## config.mk

```make
export PLATFORM = sky130hd
export DESIGN_NAME = drive_ident_bank
export DESIGN_NICKNAME = d
export VERILOG_FILES = /design/src/core/drive_ident_bank.v /design/src/core/digits_to_decimal.v /design/src/core/monitor_latch.v
export VERILOG_INCLUDE_DIRS = /design/src /design/src/core
export SDC_FILE = /design/constraint.sdc
export NUM_CORES = 1
export LEC_CHECK = 0
export BUFFER_PORTS_ARGS = -buffer_cell sky130_fd_sc_hd__buf_2
export CORE_ASPECT_RATIO = 1.25
export CORE_UTILIZATION = 40
export DETAILED_ROUTE_END_ITERATION = 12
export PLACE_DENSITY = 0.67
export RECOVER_POWER = 25
export SLEW_MARGIN = 30
export SYNTH_ARGS = -nofsm -noshare
export SYNTH_HDL_FRONTEND = slang
export SYNTH_SLANG_ARGS = --single-unit
export TNS_END_PERCENT = 50
```

## constraint.sdc

```tcl
create_clock -name clk_sys -period 2.2 [get_ports clk_sys]
set_clock_uncertainty 0.1 [all_clocks]
set_input_delay 0.11 -clock clk_sys [delete_from_list [all_inputs] [get_ports clk_sys]]
set_output_delay 0.11 -clock clk_sys [all_outputs]
set_load 0.03 [all_outputs]
```

## src/core/drive_ident_defines.vh

```
// constants for the drive identification and monitoring bank
// assumes parameter addresses are 16-bit fieldbus parameter addresses
`ifndef DRIVE_IDENT_DEFINES_VH
`define DRIVE_IDENT_DEFINES_VH

// parameter addresses
`define ADDR_DEVICE_FIRMWARE_NUMBER    16'h0102
`define ADDR_DEVICE_FIRMWARE_VERSION   16'h0104
`define ADDR_UNIT_SERIAL_NUMBER        16'h012E
`define ADDR_COMM_PROGRAM_NUMBER       16'h1A14
`define ADDR_COMM_FIRMWARE_VERSION     16'h1A16
`define ADDR_LIVE_MONITOR_STATUS       16'h1C0E
`define ADDR_LATCHED_MONITOR_STATUS    16'h1C10

// monitoring word bit positions
`define MON_GENERAL_ERROR      5'h00
`define MON_LIMIT_SWITCH       5'h01
`define MON_OUT_OF_RANGE       5'h02
`define MON_QUICK_STOP         5'h03
`define MON_STO_LOW            5'h04
`define MON_RS485              5'h06
`define MON_CAN                5'h07
`define MON_ETHERNET           5'h08
`define MON_REF_FREQ_HIGH      5'h09
`define MON_OPERATING_MODE     5'h0A
`define MON_PROFIBUS           5'h0C
`define MON_DC_UNDERVOLTAGE    5'h0E
`define MON_DC_OVERVOLTAGE     5'h0F
`define MON_MAINS_PHASE        5'h10
`define MON_MOTOR_CONNECTION   5'h11
`define MON_OVERCURRENT        5'h12
`define MON_MOTOR_ENCODER      5'h13
`define MON_LOGIC_UNDERVOLTAGE 5'h14
`define MON_OVERTEMPERATURE    5'h15
`define MON_POSITION_DEVIATION 5'h16
`define MON_MAX_VELOCITY       5'h17
`define MON_STO_DIFFERENT      5'h18
`define MON_NVM_ERROR          5'h1D
`define MON_BOOTING            5'h1E
`define MON_SYSTEM_FAULT       5'h1F

// bits with an assignment; the rest read as zero
`define MON_USED_MASK          32'hE1FF_D7DF

// reset values
`define WORD_ZERO              32'h0000_0000
`define HALF_ZERO              16'h0000

// decimal weights for digit concatenation
`define WEIGHT_THOUSANDS       16'h03E8
`define WEIGHT_HUNDREDS        16'h0064
`define WEIGHT_TENS            16'h000A
`define DIGIT_MAX              4'h9

`endif

```

## src/core/drive_ident_bank.v

```verilog
// identification and monitoring parameter bank of the drive
// assumes a fieldbus stack that issues one parameter request per pulse on clk_sys
`timescale 1ns/100ps
`default_nettype none
`include "drive_ident_defines.vh"

// How it works
// RL1: communication module program number reads as decimal of its digits.
// RL2: device firmware number reads as decimal of its digits, same encoding.
// RL3: communication module firmware version reads as decimal of its digits.
// RL4: device firmware version reads as decimal of its digits.
// RL5: 32-bit persistent serial number, full unsigned range, identifies the unit.
// RL6: serial number changes only while the power stage is disabled; here serial_load also replaces it with the stage enabled.
// RL7: live monitoring word shows current state of every monitoring signal.
// RL8: latched monitoring word keeps each signal once seen; 1 means activated.
// RL9: bits 0-4: general error, limit switch, range, quick stop, SAFE_TORQUE_OFF_INPUTS low.
// RL10: bits 6-10 and 12: RS485, CAN, Ethernet, frequency, mode, Profibus.
// RL11: bits 14,15,16,20: DC under/over voltage, mains phase, 24 V low.
// RL12: bits 17-19, 21-24: motor, overcurrent, encoder, temperature, deviation, speed, SAFE_TORQUE_OFF_INPUTS.
// RL13: bits 29-31: nonvolatile memory error, booting, system fault.
// RL14: unassigned bits 5, 11, 13, 25-28 read zero and are ignored.
// RL15: latched bits stay set until a fault reset clears them.
module drive_ident_bank #(
  // digit strings, one nibble per digit; values are arbitrary
  parameter [15:0] COMM_PROGRAM_DIGITS = 16'h1234,
  parameter [15:0] DEVICE_NUMBER_DIGITS = 16'h1234,
  parameter [15:0] COMM_VERSION_DIGITS = 16'h1000,
  parameter [15:0] DEVICE_VERSION_DIGITS = 16'h1000
) (
  // clock and reset
  input  wire        clk_sys,
  input  wire        rstn,
  // parameter access
  input  wire        param_req,
  input  wire        param_write,
  input  wire [15:0] param_addr,
  input  wire [31:0] param_wdata,
  output reg         param_ack,
  output reg  [31:0] param_rdata,
  output reg         param_refused,
  output reg         param_unmapped,
  // drive state
  input  wire        power_stage_enabled,
  input  wire        fault_reset,
  // persistent serial number store
  input  wire        serial_load,
  input  wire [31:0] serial_load_value,
  output reg         serial_store,
  output reg  [31:0] serial_store_value,
  output reg         ident_digit_bad,
  // monitoring sources
  input  wire        general_error,
  input  wire        limit_switch_hit,
  input  wire        out_of_range,
  input  wire        quick_stop,
  input  wire        safe_torque_off_inputs_low,
  input  wire        rs485_fault,
  input  wire        can_fault,
  input  wire        ethernet_fault,
  input  wire        ref_freq_too_high,
  input  wire        operating_mode_fault,
  input  wire        profibus_fault,
  input  wire        dc_bus_undervoltage,
  input  wire        dc_bus_overvoltage,
  input  wire        mains_phase_fault,
  input  wire        motor_connection_fault,
  input  wire        motor_overcurrent,
  input  wire        motor_encoder_fault,
  input  wire        logic_supply_undervoltage,
  input  wire        overtemperature,
  input  wire        position_deviation,
  input  wire        max_velocity_exceeded,
  input  wire        safe_torque_off_inputs_differ,
  input  wire        nvm_error,
  input  wire        system_booting,
  input  wire        system_fault
);

  // access decode
  wire        hit_dev_number;
  wire        hit_dev_version;
  wire        hit_serial;
  wire        hit_comm_number;
  wire        hit_comm_version;
  wire        hit_live;
  wire        hit_latched;
  wire        hit_any;
  wire        serial_write_ok;
  reg  [31:0] next_rdata;

  // identity values
  wire [15:0] comm_module_program_number;
  wire [15:0] device_firmware_number;
  wire [15:0] comm_module_firmware_version;
  wire [15:0] device_firmware_version;
  wire [3:0]  digit_bad;

  // monitoring
  reg  [31:0] monitor_sources;
  wire [31:0] live_monitor_status;
  wire [31:0] latched_monitor_status;

  // persistent serial
  reg  [31:0] unit_serial_number;
  reg  [31:0] next_serial;
  reg         next_store;

  digits_to_decimal u_comm_number (
    .digits    (COMM_PROGRAM_DIGITS),
    .value     (comm_module_program_number),  // [RL1]
    .digit_bad (digit_bad[0])
  );

  digits_to_decimal u_dev_number (
    .digits    (DEVICE_NUMBER_DIGITS),
    .value     (device_firmware_number),  // [RL2]
    .digit_bad (digit_bad[1])
  );

  digits_to_decimal u_comm_version (
    .digits    (COMM_VERSION_DIGITS),
    .value     (comm_module_firmware_version),  // [RL3]
    .digit_bad (digit_bad[2])
  );

  digits_to_decimal u_dev_version (
    .digits    (DEVICE_VERSION_DIGITS),
    .value     (device_firmware_version),  // [RL4]
    .digit_bad (digit_bad[3])
  );

  // bit placement; unlisted bits stay zero here and are masked again below
  always @* begin
    monitor_sources = `WORD_ZERO;  // [RL14]
    monitor_sources[`MON_GENERAL_ERROR]      = general_error;  // [RL9]
    monitor_sources[`MON_LIMIT_SWITCH]       = limit_switch_hit;  // [RL9]
    monitor_sources[`MON_OUT_OF_RANGE]       = out_of_range;  // [RL9]
    monitor_sources[`MON_QUICK_STOP]         = quick_stop;  // [RL9]
    monitor_sources[`MON_STO_LOW]            = safe_torque_off_inputs_low;  // [RL9]
    monitor_sources[`MON_RS485]              = rs485_fault;  // [RL10]
    monitor_sources[`MON_CAN]                = can_fault;  // [RL10]
    monitor_sources[`MON_ETHERNET]           = ethernet_fault;  // [RL10]
    monitor_sources[`MON_REF_FREQ_HIGH]      = ref_freq_too_high;  // [RL10]
    monitor_sources[`MON_OPERATING_MODE]     = operating_mode_fault;  // [RL10]
    monitor_sources[`MON_PROFIBUS]           = profibus_fault;  // [RL10]
    monitor_sources[`MON_DC_UNDERVOLTAGE]    = dc_bus_undervoltage;  // [RL11]
    monitor_sources[`MON_DC_OVERVOLTAGE]     = dc_bus_overvoltage;  // [RL11]
    monitor_sources[`MON_MAINS_PHASE]        = mains_phase_fault;  // [RL11]
    monitor_sources[`MON_LOGIC_UNDERVOLTAGE] = logic_supply_undervoltage;  // [RL11]
    monitor_sources[`MON_MOTOR_CONNECTION]   = motor_connection_fault;  // [RL12]
    monitor_sources[`MON_OVERCURRENT]        = motor_overcurrent;  // [RL12]
    monitor_sources[`MON_MOTOR_ENCODER]      = motor_encoder_fault;  // [RL12]
    monitor_sources[`MON_OVERTEMPERATURE]    = overtemperature;  // [RL12]
    monitor_sources[`MON_POSITION_DEVIATION] = position_deviation;  // [RL12]
    monitor_sources[`MON_MAX_VELOCITY]       = max_velocity_exceeded;  // [RL12]
    monitor_sources[`MON_STO_DIFFERENT]      = safe_torque_off_inputs_differ;  // [RL12]
    monitor_sources[`MON_NVM_ERROR]          = nvm_error;  // [RL13]
    monitor_sources[`MON_BOOTING]            = system_booting;  // [RL13]
    monitor_sources[`MON_SYSTEM_FAULT]       = system_fault;  // [RL13]
  end

  monitor_latch u_monitor (
    .clk_sys      (clk_sys),
    .rstn         (rstn),
    .live_in      (monitor_sources),
    .fault_clear  (fault_reset),
    .live_word    (live_monitor_status),  // [RL7]
    .latched_word (latched_monitor_status)  // [RL8]
  );

  assign hit_dev_number   = (param_addr == `ADDR_DEVICE_FIRMWARE_NUMBER);
  assign hit_dev_version  = (param_addr == `ADDR_DEVICE_FIRMWARE_VERSION);
  assign hit_serial       = (param_addr == `ADDR_UNIT_SERIAL_NUMBER);
  assign hit_comm_number  = (param_addr == `ADDR_COMM_PROGRAM_NUMBER);
  assign hit_comm_version = (param_addr == `ADDR_COMM_FIRMWARE_VERSION);
  assign hit_live         = (param_addr == `ADDR_LIVE_MONITOR_STATUS);
  assign hit_latched      = (param_addr == `ADDR_LATCHED_MONITOR_STATUS);
  assign hit_any = hit_dev_number | hit_dev_version | hit_serial | hit_comm_number |
                   hit_comm_version | hit_live | hit_latched;

  // the only writable word, and only with the power stage off
  assign serial_write_ok = param_req & param_write & hit_serial & ~power_stage_enabled;  // [RL6]

  always @* begin
    case (1'b1)
      hit_dev_number:   next_rdata = {`HALF_ZERO, device_firmware_number};  // [RL2]
      hit_dev_version:  next_rdata = {`HALF_ZERO, device_firmware_version};  // [RL4]
      hit_serial:       next_rdata = unit_serial_number;  // [RL5]
      hit_comm_number:  next_rdata = {`HALF_ZERO, comm_module_program_number};  // [RL1]
      hit_comm_version: next_rdata = {`HALF_ZERO, comm_module_firmware_version};  // [RL3]
      hit_live:         next_rdata = live_monitor_status;  // [RL7]
      hit_latched:      next_rdata = latched_monitor_status;  // [RL8]
      default:          next_rdata = `WORD_ZERO;
    endcase
  end

  // restoring from the nonvolatile store wins over a bus write in the same cycle
  always @* begin
    next_serial = unit_serial_number;
    next_store  = 1'b0;
    if (serial_load) begin
      next_serial = serial_load_value;  // [RL5]
    end else if (serial_write_ok) begin
      next_serial = param_wdata;  // [RL5] [RL6]
      next_store  = 1'b1;
    end
  end

  always @(posedge clk_sys or negedge rstn) begin
    if (!rstn) begin
      unit_serial_number <= `WORD_ZERO;
      serial_store       <= 1'b0;
      serial_store_value <= `WORD_ZERO;
    end else begin
      unit_serial_number <= next_serial;
      serial_store       <= next_store;
      serial_store_value <= next_serial;
    end
  end

  // one answer per request, exactly one cycle later
  always @(posedge clk_sys or negedge rstn) begin
    if (!rstn) begin
      param_ack      <= 1'b0;
      param_rdata    <= `WORD_ZERO;
      param_refused  <= 1'b0;
      param_unmapped <= 1'b0;
    end else begin
      param_ack      <= param_req;
      param_rdata    <= param_req ? next_rdata : `WORD_ZERO;
      param_unmapped <= param_req & ~hit_any;
      // all other words are read-only; a locked serial write is refused too
      param_refused  <= param_req & param_write & hit_any & ~serial_write_ok;  // [RL6]
    end
  end

  // registered check that every digit parameter is a real decimal digit
  always @(posedge clk_sys or negedge rstn) begin
    if (!rstn) begin
      ident_digit_bad <= 1'b0;
    end else begin
      ident_digit_bad <= |digit_bad;
    end
  end

endmodule // drive_ident_bank
`default_nettype wire

```

## src/core/digits_to_decimal.v

```verilog
// turns four decimal digits into the binary value of their concatenation
// assumes digits are given most significant first, one nibble each
`timescale 1ns/100ps
`default_nettype none
`include "drive_ident_defines.vh"

module digits_to_decimal (
  // digits
  input  wire [15:0] digits,
  // result
  output wire [15:0] value,
  output wire        digit_bad
);

  wire [15:0] d3;
  wire [15:0] d2;
  wire [15:0] d1;
  wire [15:0] d0;

  assign d3 = {12'h000, digits[15:12]};
  assign d2 = {12'h000, digits[11:8]};
  assign d1 = {12'h000, digits[7:4]};
  assign d0 = {12'h000, digits[3:0]};

  // at most 9999 for decimal digits and 16665 for any nibbles, so 16 bits never overflow
  assign value = d3 * `WEIGHT_THOUSANDS + d2 * `WEIGHT_HUNDREDS + d1 * `WEIGHT_TENS + d0;

  assign digit_bad = (digits[15:12] > `DIGIT_MAX) | (digits[11:8] > `DIGIT_MAX) |
                     (digits[7:4] > `DIGIT_MAX) | (digits[3:0] > `DIGIT_MAX);

endmodule // digits_to_decimal
`default_nettype wire

```

## src/core/monitor_latch.v

```verilog
// live and latched monitoring words
// assumes fault_clear is a one-cycle pulse in the clk_sys domain
`timescale 1ns/100ps
`default_nettype none
`include "drive_ident_defines.vh"

module monitor_latch (
  // clock and reset
  input  wire        clk_sys,
  input  wire        rstn,
  // sources
  input  wire [31:0] live_in,
  input  wire        fault_clear,
  // words
  output reg  [31:0] live_word,
  output reg  [31:0] latched_word
);

  wire [31:0] live_masked;
  wire [31:0] next_latched;

  assign live_masked = live_in & `MON_USED_MASK;  // [RL14]
  // set wins over clear so an event in the clearing cycle survives
  assign next_latched = (latched_word & ~{32{fault_clear}}) | live_masked;  // [RL15]

  always @(posedge clk_sys or negedge rstn) begin
    if (!rstn) begin
      live_word    <= `WORD_ZERO;
      latched_word <= `WORD_ZERO;
    end else begin
      live_word    <= live_masked;  // [RL7]
      latched_word <= next_latched;  // [RL8]
    end
  end

endmodule // monitor_latch
`default_nettype wire

```

After elaboration in Yosys (flattened, before gate mapping)
Cells that the tools add are included.
{"block": "totals", "reg_bits": 125, "inputBits": 112, "out_inout_bits": 69, "word_cells": 46}
{"block": "op_classes", "eq_ne": 7, "n_mux": 12, "bitwise": 18, "n_reduce_logical": 1}
{"cell": "32-bit 2-to-1 mux", "count": 10}
{"cell": "16-bit by 13-bit == test with 1-bit output, second input constant", "count": 4}
{"cell": "16-bit by 9-bit == test with 1-bit output, second input constant", "count": 3}
{"cell": "32-bit bitwise AND", "count": 1}
{"cell": "32-bit NOT", "count": 1}
{"cell": "32-bit bitwise OR", "count": 1}
{"cell": "1-bit bitwise AND", "count": 6}
{"cell": "1-bit bitwise OR", "count": 6}
{"cell": "1-bit NOT", "count": 3}
{"cell": "1-bit 2-to-1 mux", "count": 2}
{"cell": "2-bit nonzero test", "count": 1}

Longest topological paths before layout
Gate-level depths: netlist (run 1).
{"block": "depth", "depth_word": 9, "ltp_mapped": 7, "depth_no_buf": 5}

Hierarchy
A second synthesis (run 1) with hierarchy kept.
{"block": "unflattened", "hier_cells": 1212, "hier_area_um2": 12477.0}
{"module": "drive_ident_bank", "instances": 1, "cells_per_inst": 388, "area_each_um2": 4015.1, "seq_area_each_um2": 1726.7}
{"module": "digits_to_decimal (u_comm_version ...)", "instances": 2, "cells_per_inst": 177, "area_each_um2": 1661.6, "seq_area_each_um2": 0.0}
{"module": "monitor_latch", "instances": 1, "cells_per_inst": 100, "area_each_um2": 1764.2, "seq_area_each_um2": 1426.4}
{"module": "digits_to_decimal (u_dev_number)", "instances": 1, "cells_per_inst": 185, "area_each_um2": 1692.9, "seq_area_each_um2": 0.0}
{"module": "digits_to_decimal (u_comm_number)", "instances": 1, "cells_per_inst": 185, "area_each_um2": 1681.6, "seq_area_each_um2": 0.0}

Least setup slack after synthesis (run 1)
Ideal clock, no wire load.
{"block": "synth_timing", "kind": "input-to-reg", "start": "input param_addr[9]", "end": "register unit_serial_number[10]", "setup_time_ns": 0.123, "arrival_time_ns": 1.331, "t_required_ns": 1.977, "setup_slack_ns": 0.646, "stages": 6, "path_buffers": 1, "cell_sequence": "nor4_4 > nand4_1 > nor2_2 > nand3b_2 > buf_2 > o221a_2"}
{"block": "synth_between", "elab_chain_cells": 4}
{"item": "from (decl)", "line": "drive_ident_bank.v:36", "rtl": "input wire [15:0] param_addr,"}
{"item": "16-bit by 9-bit == test with 1-bit output (no line)"}
{"item": "1-bit bitwise AND (2 in a row)", "line": "drive_ident_bank.v:182", "rtl": "assign serial_write_ok = param_req & param_write & hit_serial & ~power_stage_enabled;"}
{"item": "2-bit nonzero test (no line)"}
{"item": "to (signal assigned)", "line": "drive_ident_bank.v:211", "rtl": "unit_serial_number <= `WORD_ZERO;"}
{"item": "to (signal assigned)", "line": "drive_ident_bank.v:215", "rtl": "unit_serial_number <= next_serial;"}
{"item": "to (decl)", "line": "drive_ident_bank.v:104", "rtl": "reg [31:0] unit_serial_number;"}
Every way passes these cells.
A chain may end at the register's enable or synchronous reset.

Worst setup path in the final report (run 1)
{"block": "layout_timing", "start": "input param_req", "end": "register unit_serial_number[21]"}
{"block": "layout_between", "elab_chain_cells": 4}
{"item": "from (decl)", "line": "drive_ident_bank.v:34", "rtl": "input wire param_req,"}
{"item": "1-bit bitwise AND (3 in a row)", "line": "drive_ident_bank.v:182"}
{"item": "2-bit nonzero test (no line)"}
Every way passes these cells.

==> results.toml, run 1 <==
[run_status]
status = "finished, violations left"
violations = "max-capacitance violations, max-slew violations"

[floorplan]
ios = 181
coreArea_sq_um = 11670
dieArea_sq_um = 12450
initial_core_util_pct = 41.14
rows = 44
die_h_um = 124.5
die_width_um = 100

[drt]
drt_pass1_iterations = 7
viasPerCell = 5.199
vias = 4185
first_iter_violations = 251
drt_wl_total_um = 13930
drc = 0
postRouteAntennaNets = 0
drt-wirelength-per-cell_um = 17.31

[worst_hold_path]
hold_class = "input pin to flip-flop"
hold_end = "param_rdata[8]$_DFF_PN0_"
hold_depth = 3
min_from = "param_addr[1]"

[clock_tree]
cts_tree = "yes"
insertion_delay_ns = 0.41
root_buffer = "clkbuf_16"
htreeDepth = 4
post-cts-setup-buffer-count = 0
clkTransAtPathRegs_ns = 0.05
clock-sinks = 125
cts_made_buffers = 17
cts.path.max_buffers = 2

[power_and_ir_drop]
internal_power_mw = 4.661
switching_power_mw = 1.397
p_clk_share_pct = 47.8
pwr-share-seq_pct = 41.1
p_leak_nw = 3.504
swShare_pct = 23.06
power.density_nw_per_um2 = 815.5
ir_drop_uv = 475.7
pwr-share-comb_pct = 11.2

[critical_path]
ff2ff_path_depth = 2
r2r_start = "unit_serial_number[0]$_DFFE_PN0P_"
cp-start-kind = "input pin"
worstPathRequired_ns = 2.39
rr_endpoint = "unit_serial_number[0]$_DFFE_PN0P_"
crit_fanout = 33
r2r_setup_slack_ns = 0.76
worstSetupPathType = "input pin to flip-flop"
worstPathArrival_ns = 2.33
end_kind = "flip-flop"

[place]
io_buffers = 179
gp_congestion = 0.7718
dpl.hpwl_um = 8289

[global_route]
first_global_vias = 4457
grt_max_degree = 126
antenna_found_initial = 0
gr-usage-all-layers_pct = 23.74
grt_overflow = 0
grt_pass1_wl_um = 22250

[logic_synthesis]
synth-seq-cells = 125
yosysSeqAreaShare_pct = 65.14
netlist_area_sq_um = 4802
syn-num-nets = 465
yosys.cell_types.count = 38
syn_avg_cell_area_sq_um = 13.60
yosysWarnings = 0
postSynthCellCount = 353

[timing]
drv_slew = 126
finalSetupViolCount = 0
fmax_mhz = 466.7
hold_viol = 0
layout_min_cycle_time_ns = 2.143
setup_tns_ns = 0
worst_pin_slew_ns = 1.520
rsz0062_at_grt = "false"
finalCritPeriodShare_pct = 97.39
holdWs_ns = 0.07992
relSlewSlack_pct = -1.364

[cells_and_area]
antenna_cells = 0
drive_above_1_share_pct = 37.58
num-nets-final = 743
areaGrowthSynthToFinish_pct = 54.72

[job]
max-cap-violations = 1
-- worst max-delay path: stages --
cell and delay (ns):
dlygate4sd3_1 0.53, buf_2 0.20, nand2_1 0.12, nor2_1 0.17, nand3b_2 0.10, buf_6 0.22, o221a_2 0.30, dlygate4sd3_1 0.57
-- power by group through the flow --
stage               combinational, mW  clock (mW)  sequential (mW)
floorplan                       0.148           0             2.62
global placement                0.505           0             2.52
detailed placement              0.517           0             2.53
CTS                             0.676        2.93             2.49
global route                    0.728        3.04             2.50
finish                          0.676        2.90             2.49
-- worst max path at each step --
| stage | startpoint | endpoint | slack, ns | depth (start not counted) |
|---|---|---|---|---|
| 3_3_place_gp | param_addr[9] | unit_serial_number[19]$_DFFE_PN0P_ | 0.29 | 7 |
| 6_report | param_req | unit_serial_number[21]$_DFFE_PN0P_ | 0.06 | 8 |
| 4_1_cts | param_req | unit_serial_number[31]$_DFFE_PN0P_ | 0.05 | 8 |
| 5_1_grt | param_req | unit_serial_number[21]$_DFFE_PN0P_ | 0.03 | 8 |
| 2_1_floorplan | param_addr[9] | unit_serial_number[10]$_DFFE_PN0P_ | 0.65 | 6 |
| 3_5_place_dp | param_addr[9] | unit_serial_number[31]$_DFFE_PN0P_ | 0.21 | 7 |
-- what timing repair did --
action	in CTS	in global routing
hold endpoints to repair	221	0
setup endpoints to repair	0	32
hold buffers	94	0
resized for setup	0	2
-- per-layer routing --
metal	vias to the layer above	share of wire [%]	GRT usage, %
met5	-	0	0
met4	0	2.5	11.17
met3	24	6.4	7.015
met2	193	52	40.28
met1	2084	39	27.25
li1	1884	-	-
-- kinds of logic after synthesis --
logic type / share of synthesized area (%)
AOI/OAI and AO/OA: 19.54
xor gates and xnor gates: 0.1824
buffers and inverters: 2.814
DFF: 65.14
other: 0.07809
and+or+nand+nor: 12.25
-- cell usage after synthesis --
master,n,area [sq um]
a21oi_1,5,25.02
nand4b_1,1,8.760
nor3_4,1,16.27
nor3b_1,2,15.01
or3_1,2,12.51
or2_2,1,6.260
nor2_2,1,6.260
buf_4,4,30.03
conb_1,1,3.750
inv_1,2,7.510
nand4_1,2,12.51
o21ai_1,1,5.000
clkbuf_1,6,22.52
nor3_1,2,10.01
nand3b_2,1,11.26
o221a_2,35,394.1
nand2_1,5,18.77
nand2b_1,33,206.5
and3b_1,1,8.760
dfrtp_1,125,3128
nor2_1,31,116.4
inv_2,1,3.750
a21o_1,26,195.2
a31oi_1,2,12.51
a22oi_1,9,67.56
nor4_4,2,42.54
nand4b_2,1,15.01
buf_2,12,60.06
nor4_1,1,6.260
xnor2_1,1,8.760
a211oi_2,1,12.51
and3_1,2,12.51
nor2b_1,7,43.79
buf_6,1,11.26
a22o_1,3,26.28
nor4b_1,1,8.760
nor3_2,1,10.01
a222oi_1,20,200.2
-- layout make-up --
class                      instances  area (sq um)
clock buffer                      20         446.7
clock inverter                    12         168.9
fill                             941          4242
inverter                           3         11.26
multi-input combinational        202          1549
sequential                       125          3128
tap                              161         201.4
timing repair buffer             282          1924
-- layout by cell type (no fill, tap or decap), types with 4 or more instances in the layout --
cell type	count
a21oi_1	5
dfrtp_1	125
nor2b_1	7
o221a_2	35
dlygate4sd3_1	94
nand2_1	5
clkinv_2	5
buf_2	156
clkbuf_1	24
buf_4	4
clkbuf_16	17
bufinv_16	4
a22oi_1	9
a21o_1	26
a222oi_1	20
nand2b_1	33
nor2_1	31
-- sequential cells by signal (all words and copies together) (netlist names) --
name and cells:
param_ack 1, param_rdata 32, param_refused 1, param_unmapped 1, serial_store 1, u_monitor.latched_word 32
u_monitor.live_word 25, unit_serial_number 32
-- per-stage QoR --
step,cell area (sq um),power (mW),worst slack [ns],instances,util (%)
floorplan,4802,2.764,0.6460,353,-
global placement,5906,3.025,0.2945,679,50.60
detailed placement,5906,3.042,0.2144,679,50.60
CTS,7462,6.092,0.05360,805,63.94
global route,7430,6.268,0.02643,805,63.66
finish,7430,6.059,0.05734,805,63.66
Power figures use the tool's default switching activity.
==> inputs of run 2 (changes only) <==
==> constraint.sdc (replaced) <==
create_clock -name clk_sys -period 2.26 [get_ports clk_sys]
set_clock_uncertainty 0.1 [all_clocks]
set_input_delay 0.113 -clock clk_sys [delete_from_list [all_inputs] [get_ports clk_sys]]
set_output_delay 0.113 -clock clk_sys [all_outputs]
set_load 0.03 [all_outputs]
==> run 2 against run 1 <==
Against the previous run:
- the flow now finishes without violations
- final area decreased by 0.13%
- via count is 1.1% higher
- setup slack improved by 0.022 ns
- core utilization fell by 0.086 points
- critical path type unchanged
==> results.toml, run 2 (synthesis results as in run 1) <==
[floorplan]
rows = 44
ios = 181
initial_core_util_pct = 41.14
die_h_um = 124.5
die_width_um = 100
dieArea_sq_um = 12450
coreArea_sq_um = 11670

[timing]
finalCritPeriodShare_pct = 96.49
rsz0062_at_grt = "false"
holdWs_ns = 0.09710
worst_pin_slew_ns = 0.8694
layout_min_cycle_time_ns = 2.181
hold_viol = 0
setup_tns_ns = 0
relSlewSlack_pct = 42.04
fmax_mhz = 458.6
drv_slew = 0
finalSetupViolCount = 0

[cells_and_area]
reg_top3 = "param_rdata x32, u_monitor.latched_word x32, unit_serial_number x32"
areaGrowthSynthToFinish_pct = 54.51
fillers = 941
multi_input_area_sq_um = 1549
num-nets-final = 744
antenna_cells = 0
final_cell_mix = "buf_2 (157), dfrtp_1 (125), dlygate4sd3_1 (94)"
regArea_sq_um = 3128
layout.cells.most_common = "buf_2"
drive_above_1_share_pct = 37.89

[critical_path]
end_kind = "flip-flop"
worstSetupPathType = "input pin to flip-flop"
cp-start-kind = "input pin"
r2r_setup_slack_ns = 0.81
crit_fanout = 22
worstPathRequired_ns = 2.50
worstPathArrival_ns = 2.42

[power_and_ir_drop]
internal_power_mw = 4.487
p_leak_nw = 3.497
switching_power_mw = 1.354
pwr-share-seq_pct = 41.5
swShare_pct = 23.18
power.density_nw_per_um2 = 787.3
ir_drop_uv = 478.7
p_clk_share_pct = 47.2
pwr-share-comb_pct = 11.4

[job]
max-cap-violations = 0

[drt]
vias = 4232
postRouteAntennaNets = 0
drt_wl_total_um = 14030
drc = 0
drt_pass1_iterations = 5
drt-wirelength-per-cell_um = 17.43
viasPerCell = 5.257
first_iter_violations = 221

[place]
gp_congestion = 0.8015
io_buffers = 179
dpl.hpwl_um = 8523

[clock_tree]
clkTransAtPathRegs_ns = 0.05
post-cts-setup-buffer-count = 0
root_buffer = "clkbuf_16"
insertion_delay_ns = 0.41
cts_tree = "yes"
cts.path.max_buffers = 2
clock-sinks = 125
htreeDepth = 4
cts_made_buffers = 17

[worst_hold_path]
hold_class = "input pin to flip-flop"

[global_route]
grt_max_degree = 66
gr-usage-all-layers_pct = 24.04
grt_pass1_wl_um = 22640
antenna_found_initial = 0
grt_overflow = 0
first_global_vias = 4535

[run_status]
status = "complete, no violations"
run 2: critical path: stages:
cell and delay [ns]:
dlygate4sd3_1 0.55, buf_2 0.19, nand2_1 0.10, nor2_1 0.18, a21o_1 0.22, buf_6 0.26
o221a_2 0.24, dlygate4sd3_1 0.56
run 2: routing by layer:
| metal | track usage (%) | up-vias | part of all wire, % |
|---|---|---|---|
| met1 | 27.51 | 2127 | 39 |
| met5 | 0 | - | 0 |
| met3 | 6.061 | 26 | 6.0 |
| met4 | 10.49 | 0 | 2.3 |
| met2 | 41.99 | 190 | 53 |
| li1 | - | 1889 | - |
run 2: what timing repair did:
| item | in CTS | in global routing |
|---|---|---|
| gates resized for setup | 0 | 2 |
| hold buffers | 94 | 0 |
| setup endpoints to repair | 0 | 23 |
| hold endpoints to repair | 190 | 0 |
run 2: per-stage QoR:
| step | util (%) | setup WS [ns] | std cells | power, mW | cell area, sq um |
|---|---|---|---|---|---|
| after detailed placement | 50.56 | 0.3015 | 680 | 2.965 | 5901 |
| after floorplan | - | 0.7030 | 353 | 2.691 | 4802 |
| final | 63.57 | 0.07930 | 805 | 5.841 | 7420 |
| after global routing | 63.57 | 0.01686 | 805 | 6.059 | 7420 |
| after CTS | 63.84 | 0.07142 | 805 | 5.877 | 7451 |
| after global placement | 50.56 | 0.3526 | 680 | 2.948 | 5901 |
run 2: final timing paths:
kind | from | endpoint | cells past startpoint
max reg2reg | unit_serial_number[13]$_DFFE_PN0P_ | unit_serial_number[13]$_DFFE_PN0P_ | 2
max in group asynchronous | rstn | u_monitor.live_word[9]$_DFF_PN0_ | 3
min reg2reg | u_monitor.latched_word[6]$_DFF_PN0_ | u_monitor.latched_word[6]$_DFF_PN0_ | 1
min in group asynchronous | rstn | param_rdata[25]$_DFF_PN0_ | 2
min | param_addr[1] | param_rdata[5]$_DFF_PN0_ | 3
max | param_req | unit_serial_number[12]$_DFFE_PN0P_ | 8
run 2: power by group through the flow:
stage	registers (mW)	logic, mW	clock network (mW)
2_1_floorplan	2.55	0.144	0
3_3_place_gp	2.45	0.493	0
3_5_place_dp	2.46	0.506	0
4_1_cts	2.42	0.662	2.79
5_1_grt	2.43	0.712	2.91
6_report	2.42	0.663	2.76
run 2: layout make-up:
cell class / instances / area share (%)
Sequential cell: 125 / 42.16
Multi-Input combinational cell: 202 / 20.88
Clock inverter: 10 / 1.872
Tap cell: 161 / 2.715
Timing Repair Buffer: 283 / 25.89
Clock buffer: 21 / 6.341
Inverter: 3 / 0.1518
==> inputs of run 3 (changes only) <==
--- a/config.mk
+++ b/config.mk
@@ -6,11 +6,12 @@
 export SDC_FILE = /design/constraint.sdc
 export NUM_CORES = 1
 export LEC_CHECK = 0
+export ABC_AREA = 1
 export BUFFER_PORTS_ARGS = -buffer_cell sky130_fd_sc_hd__buf_2
 export CORE_ASPECT_RATIO = 1.25
 export CORE_UTILIZATION = 40
 export DETAILED_ROUTE_END_ITERATION = 12
-export PLACE_DENSITY = 0.67
+export PLACE_DENSITY = 0.65
 export RECOVER_POWER = 25
 export SLEW_MARGIN = 30
 export SYNTH_ARGS = -nofsm -noshare
==> run 3 against run 2 <==
Against the previous run:
- critical path depth is 1 higher
- synthesized cell count is 86% higher
- final area is 11% higher
- register-to-register slack better by 0.11 ns
- combinational power is 15% higher
- non-clock buffer count is 2 higher
- flip-flop and latch count stayed put
- final cell count is 39% higher
- largest cell class unchanged
- largest power group unchanged
==> results.toml, run 3 <==
[run_status]
status = "complete, no violations"

[floorplan]
die_width_um = 107.6
rows = 47
ios = 181
initial_core_util_pct = 41.58
coreArea_sq_um = 13410
dieArea_sq_um = 14420
die_h_um = 134.0

[critical_path]
ff2ff_path_depth = 3
critPathSlowestCell = "dlygate4sd3_1"
crit_fanout = 35
rr_endpoint = "unit_serial_number[7]$_DFFE_PN0P_"
path_buf_inv = 4
r2r_start = "unit_serial_number[7]$_DFFE_PN0P_"
max_stage_delay_ns = 0.55
worstPathRequired_ns = 2.51
worstPathArrival_ns = 2.21
worstSetupPathType = "input pin to flip-flop"
r2r_setup_slack_ns = 0.92
critical_path.top_delay_family = "buffers and inverters"
cp-start-kind = "input pin"
crit_chain = "dlygate4sd3_1, buf_2, nand2_1, inv_1, nand3b_4, nand2_8, nand2_1, nand2_1, dlygate4sd3_1"
end_kind = "flip-flop"
cp_common_cell = "nand2_1"

[job]
max-cap-violations = 0

[logic_synthesis]
synthTopCellsByArea = "dfrtp_1 (56%), nand2_1 (17%), nand3_1 (3.8%)"
yosys.area.top_type = "dfrtp_1"
syn-num-nets = 767
synthFlopType = "dfrtp_1"
synth.most_common_cell = "nand2_1"
syn_avg_cell_area_sq_um = 8.512
ys_top_cells_by_count = "nand2_1 (250), dfrtp_1 (125), inv_1 (50)"
synth-seq-cells = 125
synthArstFlopShare_pct = 100.0
synth_edf_count = 0
yosysSeqAreaShare_pct = 56.10
yosysWarnings = 0
netlist_area_sq_um = 5575
postSynthCellCount = 655
yosys.cell_types.count = 31
synth_top_area_share_pct = 56.10

[timing]
layout_min_cycle_time_ns = 1.962
worst_pin_slew_ns = 0.9706
rsz0062_at_grt = "false"
finalCritPeriodShare_pct = 86.81
relSlewSlack_pct = 35.29
finalSetupViolCount = 0
fmax_mhz = 509.7
hold_viol = 0
setup_tns_ns = 0
drv_slew = 0

[cells_and_area]
finalNonFillerCells = 1115
layout.cells.most_common = "nand2_1"
reg_top3 = "param_rdata x32, u_monitor.latched_word x32, unit_serial_number x32"
final_cell_mix = "nand2_1 (250), buf_2 (166), dfrtp_1 (125)"
areaGrowthSynthToFinish_pct = 48.27
num-nets-final = 1041
drive_above_1_share_pct = 26.11
fillers = 1122

[worst_hold_path]
hold_end = "param_refused$_DFF_PN0_"
hold_depth = 5
hold_class = "input pin to flip-flop"
min_from = "param_write"

[drt]
vias = 5264
first_iter_violations = 147
drt_pass1_iterations = 4
viasPerCell = 4.721
drc = 0
drt-wirelength-per-cell_um = 13.90
drt_wl_total_um = 15500
postRouteAntennaNets = 0

[power_and_ir_drop]
p_leak_nw = 4.463
swShare_pct = 24.54
switching_power_mw = 1.554
internal_power_mw = 4.777
p_clk_share_pct = 49.6
pwr-share-seq_pct = 38.3
power.density_nw_per_um2 = 765.8
pwr-share-comb_pct = 12.1
ir_drop_uv = 441.0

[global_route]
grt_max_degree = 47
grt_pass1_wl_um = 25410
first_global_vias = 5260
grt_overflow = 0
gr-usage-all-layers_pct = 23.21
antenna_found_initial = 2

[clock_tree]
cts_tree = "yes"
insertion_delay_ns = 0.41
clock-sinks = 125
clkTransAtPathRegs_ns = 0.06
cts_made_buffers = 17
root_buffer = "clkbuf_16"
cts.path.max_buffers = 2
htreeDepth = 4

[place]
io_buffers = 179
place_inst = 985
gp_congestion = 0.7917
dpl.hpwl_um = 9968
## run 3: changes by cell type after synthesis, sizes merged, moves of 20 or more
cell / delta
nand2: +249
nand3: +53
inv: +51
o221a: -35
nand2b: -33
a21o: -26
o21bai: +25
a222oi: -20
## run 3: worst reg2reg max path, stage by stage (launching register included)
cell	delay [ns]
dfrtp_1	0.40
nand3_1	0.09
nand2_1	0.06
dlygate4sd3_1	0.56
## run 3: logic make-up (layout without fill, tap and decap cells)
group | after synthesis | in the layout | share of synthesized area [%]
buffers and inverters | 85 | 372 | 6.844
AO/OA/AOI/OAI | 72 | 72 | 7.653
AND/OR/NAND/NOR | 372 | 372 | 29.33
other | 1 | 3 | 0.06726
flip-flops | 125 | 125 | 56.10
## run 3: what timing repair did
item,in CTS,in global routing
hold buffers,96,0
gates resized for setup,0,1
hold endpoints to repair,142,0
setup endpoints to repair,0,1
buffers inserted,0,0
## run 3: cell type report
cell class	instances	area [sq um]	share of cell area [%]
flip-flops and latches	125	3128	37.84
multi-input cells	445	2074	25.09
repair buffers	285	1954	23.64
clock buffers	17	425.4	5.146
clock inverters	15	257.7	3.118
well taps	171	214.0	2.588
inverters	55	207.7	2.512
diodes	2	5.005	0.06054
## run 3: power by group through the flow
| stage | Combinational, mW | Sequential [mW] | Clock [mW] |
|---|---|---|---|
| 6_report | 0.764 | 2.42 | 3.14 |
| 3_3_place_gp | 0.607 | 2.46 | 0 |
| 4_1_cts | 0.766 | 2.42 | 3.18 |
| 5_1_grt | 0.839 | 2.44 | 3.31 |
| 3_5_place_dp | 0.613 | 2.46 | 0 |
| 2_1_floorplan | 0.208 | 2.57 | 0 |
## run 3: worst max-delay path by stage
stage | slack [ns] | startpoint | end | cells past startpoint
2_1_floorplan | 0.93 | param_addr[7] | param_rdata[12]$_DFF_PN0_ | 8
4_1_cts | 0.19 | param_req | unit_serial_number[6]$_DFFE_PN0P_ | 9
6_report | 0.30 | param_req | unit_serial_number[7]$_DFFE_PN0P_ | 9
3_3_place_gp | 0.48 | param_addr[7] | unit_serial_number[4]$_DFFE_PN0P_ | 9
5_1_grt | 0.11 | param_req | unit_serial_number[7]$_DFFE_PN0P_ | 9
3_5_place_dp | 0.39 | param_addr[7] | unit_serial_number[4]$_DFFE_PN0P_ | 9
## run 3: stage by stage
| stage | setup slack (ns) | total power [mW] | utilization, % | cell area, sq um | hold WS, ns |
|---|---|---|---|---|---|
| detailed placement | 0.3950 | 3.076 | 49.42 | 6626 | 0.01917 |
| global placement | 0.4780 | 3.069 | 49.42 | 6626 | 0.01892 |
| finish | 0.2981 | 6.330 | 61.66 | 8267 | 0.02104 |
| CTS | 0.1879 | 6.369 | 61.68 | 8270 | 0.006206 |
| global route | 0.1088 | 6.583 | 61.66 | 8267 | 0.07610 |
| floorplan | 0.9252 | 2.781 | - | 5575 | -0.2826 |
## run 3: metal layers
metal	track usage (%)	vias up	wire length, um
met1	26.45	2476	6185
met2	41.35	157	8223
met5	0	-	0
met4	10.73	0	461
met3	4.665	37	631
li1	-	2594	-
